==> src/design/cfd_pkg.sv <==
// Package for the frame fan-out DMA channel: register offsets, field positions, reset values, timing.
// Assumes one 50 MHz clock and a plain register port with 32-bit data.
package cfd_pkg;
    localparam logic [5:0]  OFF_SOURCE_ADDRESS = 6'h00;
    localparam logic [5:0]  OFF_DEST_ADDRESS   = 6'h04;
    localparam logic [5:0]  OFF_TRANSFER_SIZE  = 6'h08;
    localparam logic [5:0]  OFF_TRANSFER_MODE  = 6'h0C;
    localparam logic [5:0]  OFF_CHANNEL_CTRL   = 6'h10;
    localparam logic [5:0]  OFF_SCATTER_INC    = 6'h14;
    localparam logic [5:0]  OFF_SCATTER_CTRL   = 6'h18;
    localparam logic [5:0]  OFF_TRIGGER_SEL    = 6'h1C;
    localparam logic [5:0]  OFF_BUFFER_CTRL    = 6'h20;
    localparam logic [5:0]  OFF_DESC_POINTER   = 6'h24;
    localparam logic [5:0]  OFF_DESC_UPDATE    = 6'h28;
    localparam logic [5:0]  OFF_MASTER_CTRL    = 6'h2C;
    localparam logic [5:0]  OFF_STATUS         = 6'h30;
    localparam logic [5:0]  OFF_DESC_WINDOW    = 6'h34;
    // Channel control fields
    localparam int          BIT_CHANNEL_ENABLE = 0;
    localparam int          BIT_PRELOAD        = 4;
    localparam int          BIT_DESC_MODE      = 5;
    // Transfer mode fields
    localparam int          POS_SRC_SIZE       = 0;
    localparam int          POS_DST_SIZE       = 2;
    localparam int          BIT_SRC_INC        = 4;
    localparam int          BIT_DST_INC        = 5;
    localparam int          BIT_HW_REQUEST     = 6;
    // Trigger select fields
    localparam int          POS_TRIG_SRC       = 0;
    localparam int          BIT_TRANS_LIMIT    = 16;
    localparam int          POS_TRANSFER_COUNT = 8;
    // Descriptor word layout: continuation flag and link
    localparam int          BIT_CONTINUATION   = 0;
    localparam int          POS_LINK           = 2;
    // Descriptor update select bits
    localparam int          BIT_UPD_SRC        = 0;
    localparam int          BIT_UPD_DST        = 1;
    localparam int          BIT_UPD_SIZE       = 2;
    // Values
    localparam logic [1:0]  SIZE_LONGWORD      = 2'h2;
    localparam logic [7:0]  BLOCK_LONGWORDS    = 8'h13;
    localparam logic [31:0] BLOCK_BYTES        = 32'h0000_004C;
    localparam logic [7:0]  TRIG_UNIT0_FIRST   = 8'h2D;
    localparam logic [7:0]  TRIG_UNIT0_LAST    = 8'h30;
    localparam logic [7:0]  TRIG_UNIT1_FIRST   = 8'h35;
    localparam logic [7:0]  TRIG_UNIT1_LAST    = 8'h38;
    localparam logic [4:0]  MASTER_IDENT_RESET = 5'h1C;
    localparam logic [7:0]  BUFFER_LIMIT_RESET = 8'h80;
    localparam logic [31:0] CTRL_RESET         = 32'h0000_0000;
    localparam logic [31:0] MODE_RESET         = 32'h0000_0000;
    // Guard error is seen this many nanoseconds after the blocked access
    localparam int          GUARD_LAG_NS       = 60;
    localparam int          CLK_PERIOD_NS      = 20;
    localparam int          GUARD_LAG_CYCLES   = (GUARD_LAG_NS + CLK_PERIOD_NS - 1) / CLK_PERIOD_NS;
    localparam logic [3:0]  GUARD_LAG          = 4'(GUARD_LAG_CYCLES);
endpackage

==> src/design/cfd_desc_mem.sv <==
// Descriptor memory: four words per descriptor, registered read data.
// Assumes one writer from the register port and one reader from the channel.
`timescale 1ns/10ps
module cfd_desc_mem #(
    parameter int DEPTH  = 32,
    parameter int AW     = 5
) (
    input  wire logic          core_clk_i,
    input  wire logic          we_i,
    input  wire logic [AW-1:0] waddr_i,
    input  wire logic [31:0]   wdata_i,
    input  wire logic [AW-1:0] raddr_i,
    output logic      [31:0]   rdata_o
);
    logic [31:0] mem [DEPTH];

    always_ff @(posedge core_clk_i) begin
        if (we_i) begin
            mem[waddr_i] <= wdata_i;
        end
        rdata_o <= mem[raddr_i];
    end
endmodule

==> src/design/cfd_channel.sv <==
// Frame fan-out DMA channel: descriptor-chained longword copier with guard check.
// Assumes a simple memory master that answers in the cycle after a request and a guard verdict per access.
//
// Functional notes
// - every access is one longword
// - both addresses increment; nineteen-longword blocks
// - window is nineteen longwords at 76 bytes
// - start only on selected hardware request
// - codes 45-48 unit0, 53-56 unit1
// - every access carries master identifier 1C
// - reload addresses and count from next descriptor
// - continuation flag re-arms the channel enable
// - zero size forces descriptor lookup first
// - without preload, fetch descriptor after trigger
// - descriptor mode keeps channel active autonomously
// - transaction size is count times access size
// - count covers five steps of nineteen
// - channel and descriptor interrupts stay off
// - update select rewrites source, destination, size
// - last link returns to first descriptor
// - working addresses increment, byte count decrements
// - first step copies FIFO window to RAM
// - later steps copy RAM to queues zero to three
// - whole window moved so queue advances
// - guard refusal suppresses access, stops with error
// - late error report, first blocked access suppressed
// - request while busy flags request overflow
`timescale 1ns/10ps
module cfd_channel #(
    parameter int DESC_DEPTH = 32,
    parameter int DESC_AW    = 5
) (
    input  wire logic        core_clk_i,
    input  wire logic        srst_i,
    input  wire logic [5:0]  reg_addr_i,
    input  wire logic [31:0] reg_wdata_i,
    input  wire logic        reg_write_i,
    input  wire logic        reg_read_i,
    output logic      [31:0] reg_rdata_o,
    input  wire logic [15:0] hw_request_i,
    output logic             bus_req_o,
    output logic             bus_write_o,
    output logic      [31:0] bus_addr_o,
    output logic      [31:0] bus_wdata_o,
    output logic      [1:0]  bus_size_o,
    output logic      [4:0]  bus_ident_o,
    input  wire logic [31:0] bus_rdata_i,
    input  wire logic        guard_allow_i,
    output logic             busy_o,
    output logic             addr_error_o,
    output logic             req_overflow_o
);
    typedef enum logic [2:0] {
        ST_IDLE  = 3'h0,
        ST_FETCH = 3'h1,
        ST_LOAD  = 3'h2,
        ST_READ  = 3'h3,
        ST_WRITE = 3'h4,
        ST_NEXT  = 3'h5,
        ST_STOP  = 3'h6,
        ST_CATCH = 3'h7
    } cfd_state_t;

    typedef struct packed {
        cfd_state_t  state;
        logic [31:0] src;
        logic [31:0] dst;
        logic [31:0] size;
        logic [31:0] mode;
        logic [31:0] ctrl;
        logic [31:0] sg_inc;
        logic [31:0] sg_ctrl;
        logic [31:0] trig;
        logic [31:0] bufcr;
        logic [31:0] dptr;
        logic [31:0] dupd;
        logic [31:0] master;
        logic [31:0] data;
        logic [1:0]  word;
        logic [7:0]  steps;
        logic        pend_err;
        logic [3:0]  lag;
        logic        err;
        logic        ovf;
        logic [31:0] rdata;
        logic [DESC_AW-1:0] dwin;
    } cfd_regs_t;

    cfd_regs_t r;
    cfd_regs_t next_r;

    logic [15:0] req_meta;
    logic [15:0] req_sync;
    logic [15:0] req_prev;
    logic [31:0] desc_rdata;
    logic        desc_we;
    logic [DESC_AW-1:0] desc_raddr;
    logic [7:0]  trig_code;
    logic [3:0]  trig_index;
    logic        trig_valid;
    logic        trigger;

    always_ff @(posedge core_clk_i) begin
        if (srst_i) begin
            req_meta <= 16'h0000;
            req_sync <= 16'h0000;
            req_prev <= 16'h0000;
        end else begin
            req_meta <= hw_request_i;
            req_sync <= req_meta;
            req_prev <= req_sync;
        end
    end

    // Map trigger code to request line
    always_comb begin
        trig_code  = r.trig[cfd_pkg::POS_TRIG_SRC +: 8];
        trig_index = 4'h0;
        trig_valid = 1'b0;
        if (trig_code >= cfd_pkg::TRIG_UNIT0_FIRST && trig_code <= cfd_pkg::TRIG_UNIT0_LAST) begin
            trig_index = 4'(trig_code - cfd_pkg::TRIG_UNIT0_FIRST);
            trig_valid = 1'b1;
        end else if (trig_code >= cfd_pkg::TRIG_UNIT1_FIRST && trig_code <= cfd_pkg::TRIG_UNIT1_LAST) begin
            trig_index = 4'(4'h4 + 4'(trig_code - cfd_pkg::TRIG_UNIT1_FIRST));
            trig_valid = 1'b1;
        end
    end

    // Rising request edge, only when hardware request mode selected
    assign trigger = trig_valid && r.mode[cfd_pkg::BIT_HW_REQUEST]
                   && req_sync[trig_index] && !req_prev[trig_index];

    assign desc_we    = reg_write_i && reg_addr_i == cfd_pkg::OFF_DESC_WINDOW;
    assign desc_raddr = DESC_AW'(r.dptr[cfd_pkg::POS_LINK +: DESC_AW] + DESC_AW'(r.word));

    cfd_desc_mem #(
        .DEPTH (DESC_DEPTH),
        .AW    (DESC_AW)
    ) u_desc_mem (
        .core_clk_i (core_clk_i),
        .we_i       (desc_we),
        .waddr_i    (r.dwin),
        .wdata_i    (reg_wdata_i),
        .raddr_i    (desc_raddr),
        .rdata_o    (desc_rdata)
    );

    always_comb begin
        next_r = r;
        // Register writes
        if (reg_write_i) begin
            unique case (reg_addr_i)
                cfd_pkg::OFF_SOURCE_ADDRESS: next_r.src     = reg_wdata_i;
                cfd_pkg::OFF_DEST_ADDRESS:   next_r.dst     = reg_wdata_i;
                cfd_pkg::OFF_TRANSFER_SIZE:  next_r.size    = reg_wdata_i;
                cfd_pkg::OFF_TRANSFER_MODE:  next_r.mode    = reg_wdata_i;
                cfd_pkg::OFF_CHANNEL_CTRL:   next_r.ctrl    = reg_wdata_i;
                cfd_pkg::OFF_SCATTER_INC:    next_r.sg_inc  = reg_wdata_i;
                cfd_pkg::OFF_SCATTER_CTRL:   next_r.sg_ctrl = reg_wdata_i;
                cfd_pkg::OFF_TRIGGER_SEL:    next_r.trig    = reg_wdata_i;
                cfd_pkg::OFF_BUFFER_CTRL:    next_r.bufcr   = reg_wdata_i;
                cfd_pkg::OFF_DESC_POINTER: begin
                    // Pointer also places the descriptor write window
                    next_r.dptr = reg_wdata_i;
                    next_r.dwin = reg_wdata_i[cfd_pkg::POS_LINK +: DESC_AW];
                end
                cfd_pkg::OFF_DESC_UPDATE:    next_r.dupd    = reg_wdata_i;
                cfd_pkg::OFF_MASTER_CTRL:    next_r.master  = reg_wdata_i;
                cfd_pkg::OFF_STATUS: begin
                    // Writing one clears; a same-cycle set below wins
                    if (reg_wdata_i[0]) next_r.err = 1'b0;
                    if (reg_wdata_i[1]) next_r.ovf = 1'b0;
                end
                cfd_pkg::OFF_DESC_WINDOW:    next_r.dwin    = DESC_AW'(r.dwin + 1'b1);
                default: ;
            endcase
        end
        // Register reads, answer next cycle
        next_r.rdata = 32'h0000_0000;
        if (reg_read_i) begin
            unique case (reg_addr_i)
                cfd_pkg::OFF_SOURCE_ADDRESS: next_r.rdata = r.src;
                cfd_pkg::OFF_DEST_ADDRESS:   next_r.rdata = r.dst;
                cfd_pkg::OFF_TRANSFER_SIZE:  next_r.rdata = r.size;
                cfd_pkg::OFF_TRANSFER_MODE:  next_r.rdata = r.mode;
                cfd_pkg::OFF_CHANNEL_CTRL:   next_r.rdata = r.ctrl;
                cfd_pkg::OFF_SCATTER_INC:    next_r.rdata = r.sg_inc;
                cfd_pkg::OFF_SCATTER_CTRL:   next_r.rdata = r.sg_ctrl;
                cfd_pkg::OFF_TRIGGER_SEL:    next_r.rdata = r.trig;
                cfd_pkg::OFF_BUFFER_CTRL:    next_r.rdata = r.bufcr;
                cfd_pkg::OFF_DESC_POINTER:   next_r.rdata = r.dptr;
                cfd_pkg::OFF_DESC_UPDATE:    next_r.rdata = r.dupd;
                cfd_pkg::OFF_MASTER_CTRL:    next_r.rdata = r.master;
                cfd_pkg::OFF_STATUS:         next_r.rdata = {24'h000000, 1'b0, r.state, 2'(0),
                                                             r.ovf, r.err};
                default:                     next_r.rdata = 32'h0000_0000;
            endcase
        end
        // Request while busy
        if (trigger && r.state != ST_IDLE && r.state != ST_STOP) begin
            next_r.ovf = 1'b1;
        end
        unique case (r.state)
            ST_IDLE: begin
                next_r.word = 2'h0;
                if (trigger && r.ctrl[cfd_pkg::BIT_CHANNEL_ENABLE]) begin
                    next_r.steps = r.trig[cfd_pkg::POS_TRANSFER_COUNT +: 8];
                    // Zero size or descriptor mode without preload fetches after the trigger
                    if (r.size == 32'h0000_0000 || (r.ctrl[cfd_pkg::BIT_DESC_MODE]
                        && !r.ctrl[cfd_pkg::BIT_PRELOAD])) begin
                        next_r.state = ST_FETCH;
                    end else begin
                        next_r.state = ST_READ;
                    end
                end
            end
            ST_FETCH: begin
                next_r.state = ST_LOAD;
            end
            ST_LOAD: begin
                // Descriptor words: source, destination, size, link; rewrite selected registers
                unique case (r.word)
                    2'h0: if (r.dupd[cfd_pkg::BIT_UPD_SRC])  next_r.src  = desc_rdata;
                    2'h1: if (r.dupd[cfd_pkg::BIT_UPD_DST])  next_r.dst  = desc_rdata;
                    2'h2: if (r.dupd[cfd_pkg::BIT_UPD_SIZE]) next_r.size = desc_rdata;
                    2'h3: begin
                        next_r.dptr = desc_rdata;
                        next_r.ctrl[cfd_pkg::BIT_CHANNEL_ENABLE] = desc_rdata[cfd_pkg::BIT_CONTINUATION];
                    end
                    default: ;
                endcase
                next_r.word = 2'(r.word + 1'b1);
                next_r.state = (r.word == 2'h3) ? ST_READ : ST_FETCH;
            end
            ST_READ: begin
                next_r.word = 2'h0;
                if (r.size == 32'h0000_0000) begin
                    next_r.state = ST_NEXT;
                end else if (!guard_allow_i) begin
                    next_r.pend_err = 1'b1;
                    next_r.lag = cfd_pkg::GUARD_LAG;
                    next_r.state = ST_STOP;
                end else begin
                    next_r.state = ST_CATCH;
                end
            end
            ST_CATCH: begin
                // Read data stands in the cycle after the read request
                next_r.data = bus_rdata_i;
                next_r.state = ST_WRITE;
            end
            ST_WRITE: begin
                if (!guard_allow_i) begin
                    next_r.pend_err = 1'b1;
                    next_r.lag = cfd_pkg::GUARD_LAG;
                    next_r.state = ST_STOP;
                end else begin
                    next_r.src = r.mode[cfd_pkg::BIT_SRC_INC] ? r.src + 32'h4 : r.src;
                    next_r.dst = r.mode[cfd_pkg::BIT_DST_INC] ? r.dst + 32'h4 : r.dst;
                    next_r.size = r.size - 32'h4;
                    next_r.state = (r.size == 32'h4) ? ST_NEXT : ST_READ;
                end
            end
            ST_NEXT: begin
                // Block done: count one step, chain on in descriptor mode
                if (r.steps > 8'h0) next_r.steps = 8'(r.steps - cfd_pkg::BLOCK_LONGWORDS);
                if (r.ctrl[cfd_pkg::BIT_DESC_MODE] && r.steps > cfd_pkg::BLOCK_LONGWORDS) begin
                    next_r.state = ST_FETCH;
                end else if (r.ctrl[cfd_pkg::BIT_DESC_MODE]) begin
                    next_r.size = 32'h0000_0000;
                    next_r.state = ST_IDLE;
                end else begin
                    next_r.ctrl[cfd_pkg::BIT_CHANNEL_ENABLE] = 1'b0;
                    next_r.state = ST_IDLE;
                end
            end
            ST_STOP: begin
                // Guard verdict lags; error flag raised after the slower guard reports
                next_r.ctrl[cfd_pkg::BIT_CHANNEL_ENABLE] = 1'b0;
                if (r.pend_err) begin
                    if (r.lag == 4'h0) begin
                        next_r.err = 1'b1;
                        next_r.pend_err = 1'b0;
                    end else begin
                        next_r.lag = 4'(r.lag - 1'b1);
                    end
                end else if (reg_write_i && reg_addr_i == cfd_pkg::OFF_CHANNEL_CTRL
                             && reg_wdata_i[cfd_pkg::BIT_CHANNEL_ENABLE]) begin
                    next_r.ctrl = reg_wdata_i;
                    next_r.state = ST_IDLE;
                end
            end
        endcase
    end

    always_ff @(posedge core_clk_i) begin
        if (srst_i) begin
            r        <= '0;
            r.state  <= ST_IDLE;
            r.mode   <= cfd_pkg::MODE_RESET;
            r.ctrl   <= cfd_pkg::CTRL_RESET;
            r.bufcr  <= {24'h000000, cfd_pkg::BUFFER_LIMIT_RESET};
            r.master <= {27'h0000000, cfd_pkg::MASTER_IDENT_RESET};
        end else begin
            r <= next_r;
        end
    end

    // Access drives: write strobe suppressed when the guard refuses; request still driven
    always_comb begin
        bus_req_o   = (r.state == ST_READ && r.size != 32'h0000_0000) || r.state == ST_WRITE;
        bus_write_o = (r.state == ST_WRITE) && guard_allow_i;
        bus_addr_o  = (r.state == ST_WRITE) ? r.dst : r.src;
        bus_size_o  = cfd_pkg::SIZE_LONGWORD;
        bus_ident_o = r.master[4:0];
    end
    assign bus_wdata_o    = r.data;
    assign reg_rdata_o    = r.rdata;
    assign busy_o         = r.state != ST_IDLE && r.state != ST_STOP;
    assign addr_error_o   = r.err;
    assign req_overflow_o = r.ovf;
endmodule

==> config.mk <==
export PLATFORM = sky130hd
export DESIGN_NAME = cfd_channel
export DESIGN_NICKNAME = d
export VERILOG_FILES = /design/src/design/cfd_pkg.sv /design/src/design/cfd_desc_mem.sv /design/src/design/cfd_channel.sv
export SDC_FILE = /design/constraint.sdc
export NUM_CORES = 2
export LEC_CHECK = 0
export ABC_AREA = 1
export BUFFER_PORTS_ARGS = -buffer_cell sky130_fd_sc_hd__buf_2
export CAP_MARGIN = 20
export CELL_PAD_IN_SITES_DETAIL_PLACEMENT = 0
export CELL_PAD_IN_SITES_GLOBAL_PLACEMENT = 1
export CORE_MARGIN = 2
export CORE_UTILIZATION = 42
export DETAILED_ROUTE_END_ITERATION = 6
export GPL_ROUTABILITY_DRIVEN = 0
export HOLD_SLACK_MARGIN = 0.02
export PLACE_DENSITY_LB_ADDON = 0.1
export SETUP_SLACK_MARGIN = 0.4
export SKIP_LAST_GASP = 1
export SLEW_MARGIN = 10
export SYNTH_ARGS = -nofsm -noshare
export SYNTH_HDL_FRONTEND = slang
export SYNTH_SLANG_ARGS = --single-unit
==> constraint.sdc <==
create_clock -name core_clk_i -period 10.5 [get_ports core_clk_i]
set_input_delay 2.1 -clock core_clk_i [delete_from_list [all_inputs] [get_ports core_clk_i]]
set_output_delay 2.1 -clock core_clk_i [all_outputs]
set_load 0.005 [all_outputs]
==> reports/summary.txt <==
Status = completed
Synth top area share = 0.464
Syn Inst Count = 6550
Dpl hpwl = 153000 um
CTS Hold Bufs = 0
H-tree Lvls = 4
Remaining global-route overflow = 0
Kind of critical path = flop to primary output
Layout filler cell count = 14.6k
Final min period = 5940 ps
ANT nets after route = 0
Drt via density = 5.91
Initial Utilization = 0.424
Root Driver = clkbuf_16
IO Pins = 199
Nets@finish = 6656
Setup_tns = 0 ps
Power Density = 189 nW/um^2
CTS tree = done
Period utilisation layout = 0.566
DRC = 0
Initial antenna violation count = 16
CORE AREA = 156000 sq um
Crit. End Element = primary output
Gr usage total = 0.293
DR vias = 51.7k
Largest net degree at the start of global routing = 167
Worst Tran Pin Value = 1200 ps
1st-iter DRT viols = 6375
Inserted Clock Buffers = 175
Synth area leader = edfxtp_1
IO buf count = 196
WL per Instance = 27.8 um
Synthesized Nets = 6664
First-pass iteration count of the detailed router = 6
Worst Path Max Fanout = 65
Later-pin clock latency in the skew report = 810 ps
Ys async rst share = 0
Die height = 401 um
Final wirelength = 243000 um
First-pass GRT wire length = 347000 um
Clock slew at reported path FFs = 60 ps
Count of pins over their slew limit = 0
Crit start category = flop
CTS Sinks = 1577
Worst setup path startpoint = r[471]
Die extent in x = 401 um
EDFF count, synth = 1024
Worst min-delay path class = flop to flop
Synth-to-layout area growth = 13.4%
Fmax = 0.168 GHz
Number of synthesized register bits = 1577
CP Data Arrival Time = 3840 ps
Leakage = 26.9 nW
R2R Path Start = r[52]
CTS Buffer Depth = 3
Seq/Total Area, Yosys = 0.631
Die area = 161000 sq um
Post-Syn Area per Cell = 10.1 sq um
Max_slew headroom = 0.194
Min-delay src = req_meta[9]
Synth warn = 0
Num rows = 145
Fraction of layout instances using a drive strength above 1 = 0.110
Cts repair resizes = 0
Worst Clk Skew = 28.1 ps
Predominant post-synthesis flop cell = edfxtp_1
# Post-CTS Setup Buffers = 0
Max-cap violations = 0
IR drop worst, VDD = 0.000178 V
Vias in the first global route = 47.9k
Total power draw = 0.0142 W
CP required = 8400 ps
RSZ-0062 raised after global routing = no
Mapped cell area = 66300 sq um
Finish-stage setup viols = 0
Synth area leaders = edfxtp_1, dfxtp_1, o21ai_0, nor2_1, a21oi_1
Post-synth cell types = 61
Finished Cell Area = 75100 sq um
Final count of hold timing violations = 0
Dpl cell area = 69200 sq um
## power breakdown
| group | switching, W | internal (W) | total [W] |
|---|---|---|---|
| logic | 0.000940 | 0.000286 | 0.00123 |
| clock network | 0.00258 | 0.00369 | 0.00627 |
| registers | 0.0000762 | 0.00665 | 0.00673 |
## through the flow
step | hold WS [ps] | utilization | worst slack (ps) | instances
after floorplan | 388 | - | 4210 | 6550
after global placement | 395 | 0.441 | 4330 | 8408
after detailed placement | 397 | 0.443 | 4290 | 8421
after CTS | 406 | 0.480 | 4790 | 8746
after global routing | 425 | 0.480 | 4650 | 8749
final | 403 | 0.480 | 4560 | 8750
## cells in the mapped netlist (4+ instances only)
master     number
buf_1          19
a41oi_1         7
clkinv_1       20
or2_2           8
buf_2          44
a22oi_1        17
nor3_2          4
inv_1         437
nor4_1          9
nand3b_1        5
clkbuf_1      377
nor2_1       1029
nand2_1       415
nor2_2         16
o211ai_1       25
nand2_2         7
dfxtp_1       553
nand4_1        34
nand3_2         8
a21oi_1       423
o2111ai_1       9
inv_2          14
a32oi_1        34
a22o_1         25
a221oi_1      100
o22ai_1       241
xor2_1         26
o221ai_1       96
o21ai_0      1169
edfxtp_1     1024
buf_4          74
a31oi_1        64
nor2_4         10
nor3_1         25
nand3_1       109
a211oi_1       16
ha_1           22
## worst paths after layout
check                            to  slack, ps  cells past startpoint
min reg2reg             req_sync[9]        400                      2
min                     req_sync[9]        400                      2
max                   bus_addr_o[6]       4560                      6
max reg2reg  u_desc_mem.rdata_o[24]       5610                     10
## area by class of cell
cell class | count | area [sq um] | share of cell area
Multi-Input combinational cell | 3985 | 20800 | 0.277
Sequential cell | 1577 | 41800 | 0.557
Inverter | 471 | 1800 | 0.0239
Tap cell | 2058 | 2570 | 0.0343
Timing Repair Buffer | 332 | 2290 | 0.0305
Antenna cell | 2 | 5.00 | 0.0000666
Clock inverter | 85 | 918 | 0.0122
Clock buffer | 240 | 4940 | 0.0658
## kinds of logic after synthesis
group,after synthesis,synth area share
adder cells (fa/ha/maj),23,0.00446
other,2,0.000113
buffers and inverters,988,0.0614
AND/OR/NAND/NOR,1693,0.106
XOR/XNOR,29,0.00383
flip-flops,1577,0.631
AO/OA/AOI/OAI,2237,0.193
multiplexers,1,0.000151
## worst max-delay path, stage by stage, from the launching register on
cell and delay [ps]:
dfxtp_1 520, nor2_1 90, nand2_2 70, buf_4 540, inv_2 410, o21ai_0 1040, buf_2 270
## metal layers
| metal | up-vias | routed length (um) | share of wire | global-route usage |
|---|---|---|---|---|
| li1 | 23400 | - | - | - |
| met1 | 25600 | 107000 | 0.44 | 0.425 |
| met2 | 2353 | 107000 | 0.44 | 0.447 |
| met3 | 395 | 19800 | 0.081 | 0.0461 |
| met4 | 6 | 8830 | 0.036 | 0.102 |
| met5 | - | 33 | 0.00014 | 0 |
## state kept, by name, indices dropped and copies added, names as in the netlist
name                cells
req_sync               16
req_meta               16
req_prev               16
bus_wdata_o            32
bus_ident_o             5
r                     402
u_desc_mem.rdata_o     32
u_desc_mem.mem       1024
addr_error_o            1
req_overflow_o          1
reg_rdata_o            32
## cells in the final DEF, fill, tap and decap left out, drive strengths merged, types with 17 or more instances in the layout
cell / Yosys / routed
a22o: 25 / 25
xor2: 26 / 26
nand2: 425 / 425
nor2: 1056 / 1056
clkinv: 20 / 76
o22ai: 241 / 241
o211ai: 25 / 25
nor3: 32 / 32
a221oi: 100 / 100
inv: 451 / 459
a32oi: 34 / 34
edfxtp: 1024 / 1024
ha: 22 / 22
dfxtp: 553 / 553
nand3: 118 / 118
buf: 139 / 332
a21oi: 424 / 424
o21ai: 1169 / 1169
nand4: 36 / 36
clkbuf: 378 / 240
a31oi: 64 / 64
o221ai: 96 / 96
a211oi: 17 / 17
a22oi: 17 / 17
Power figures use the tool's default switching activity.
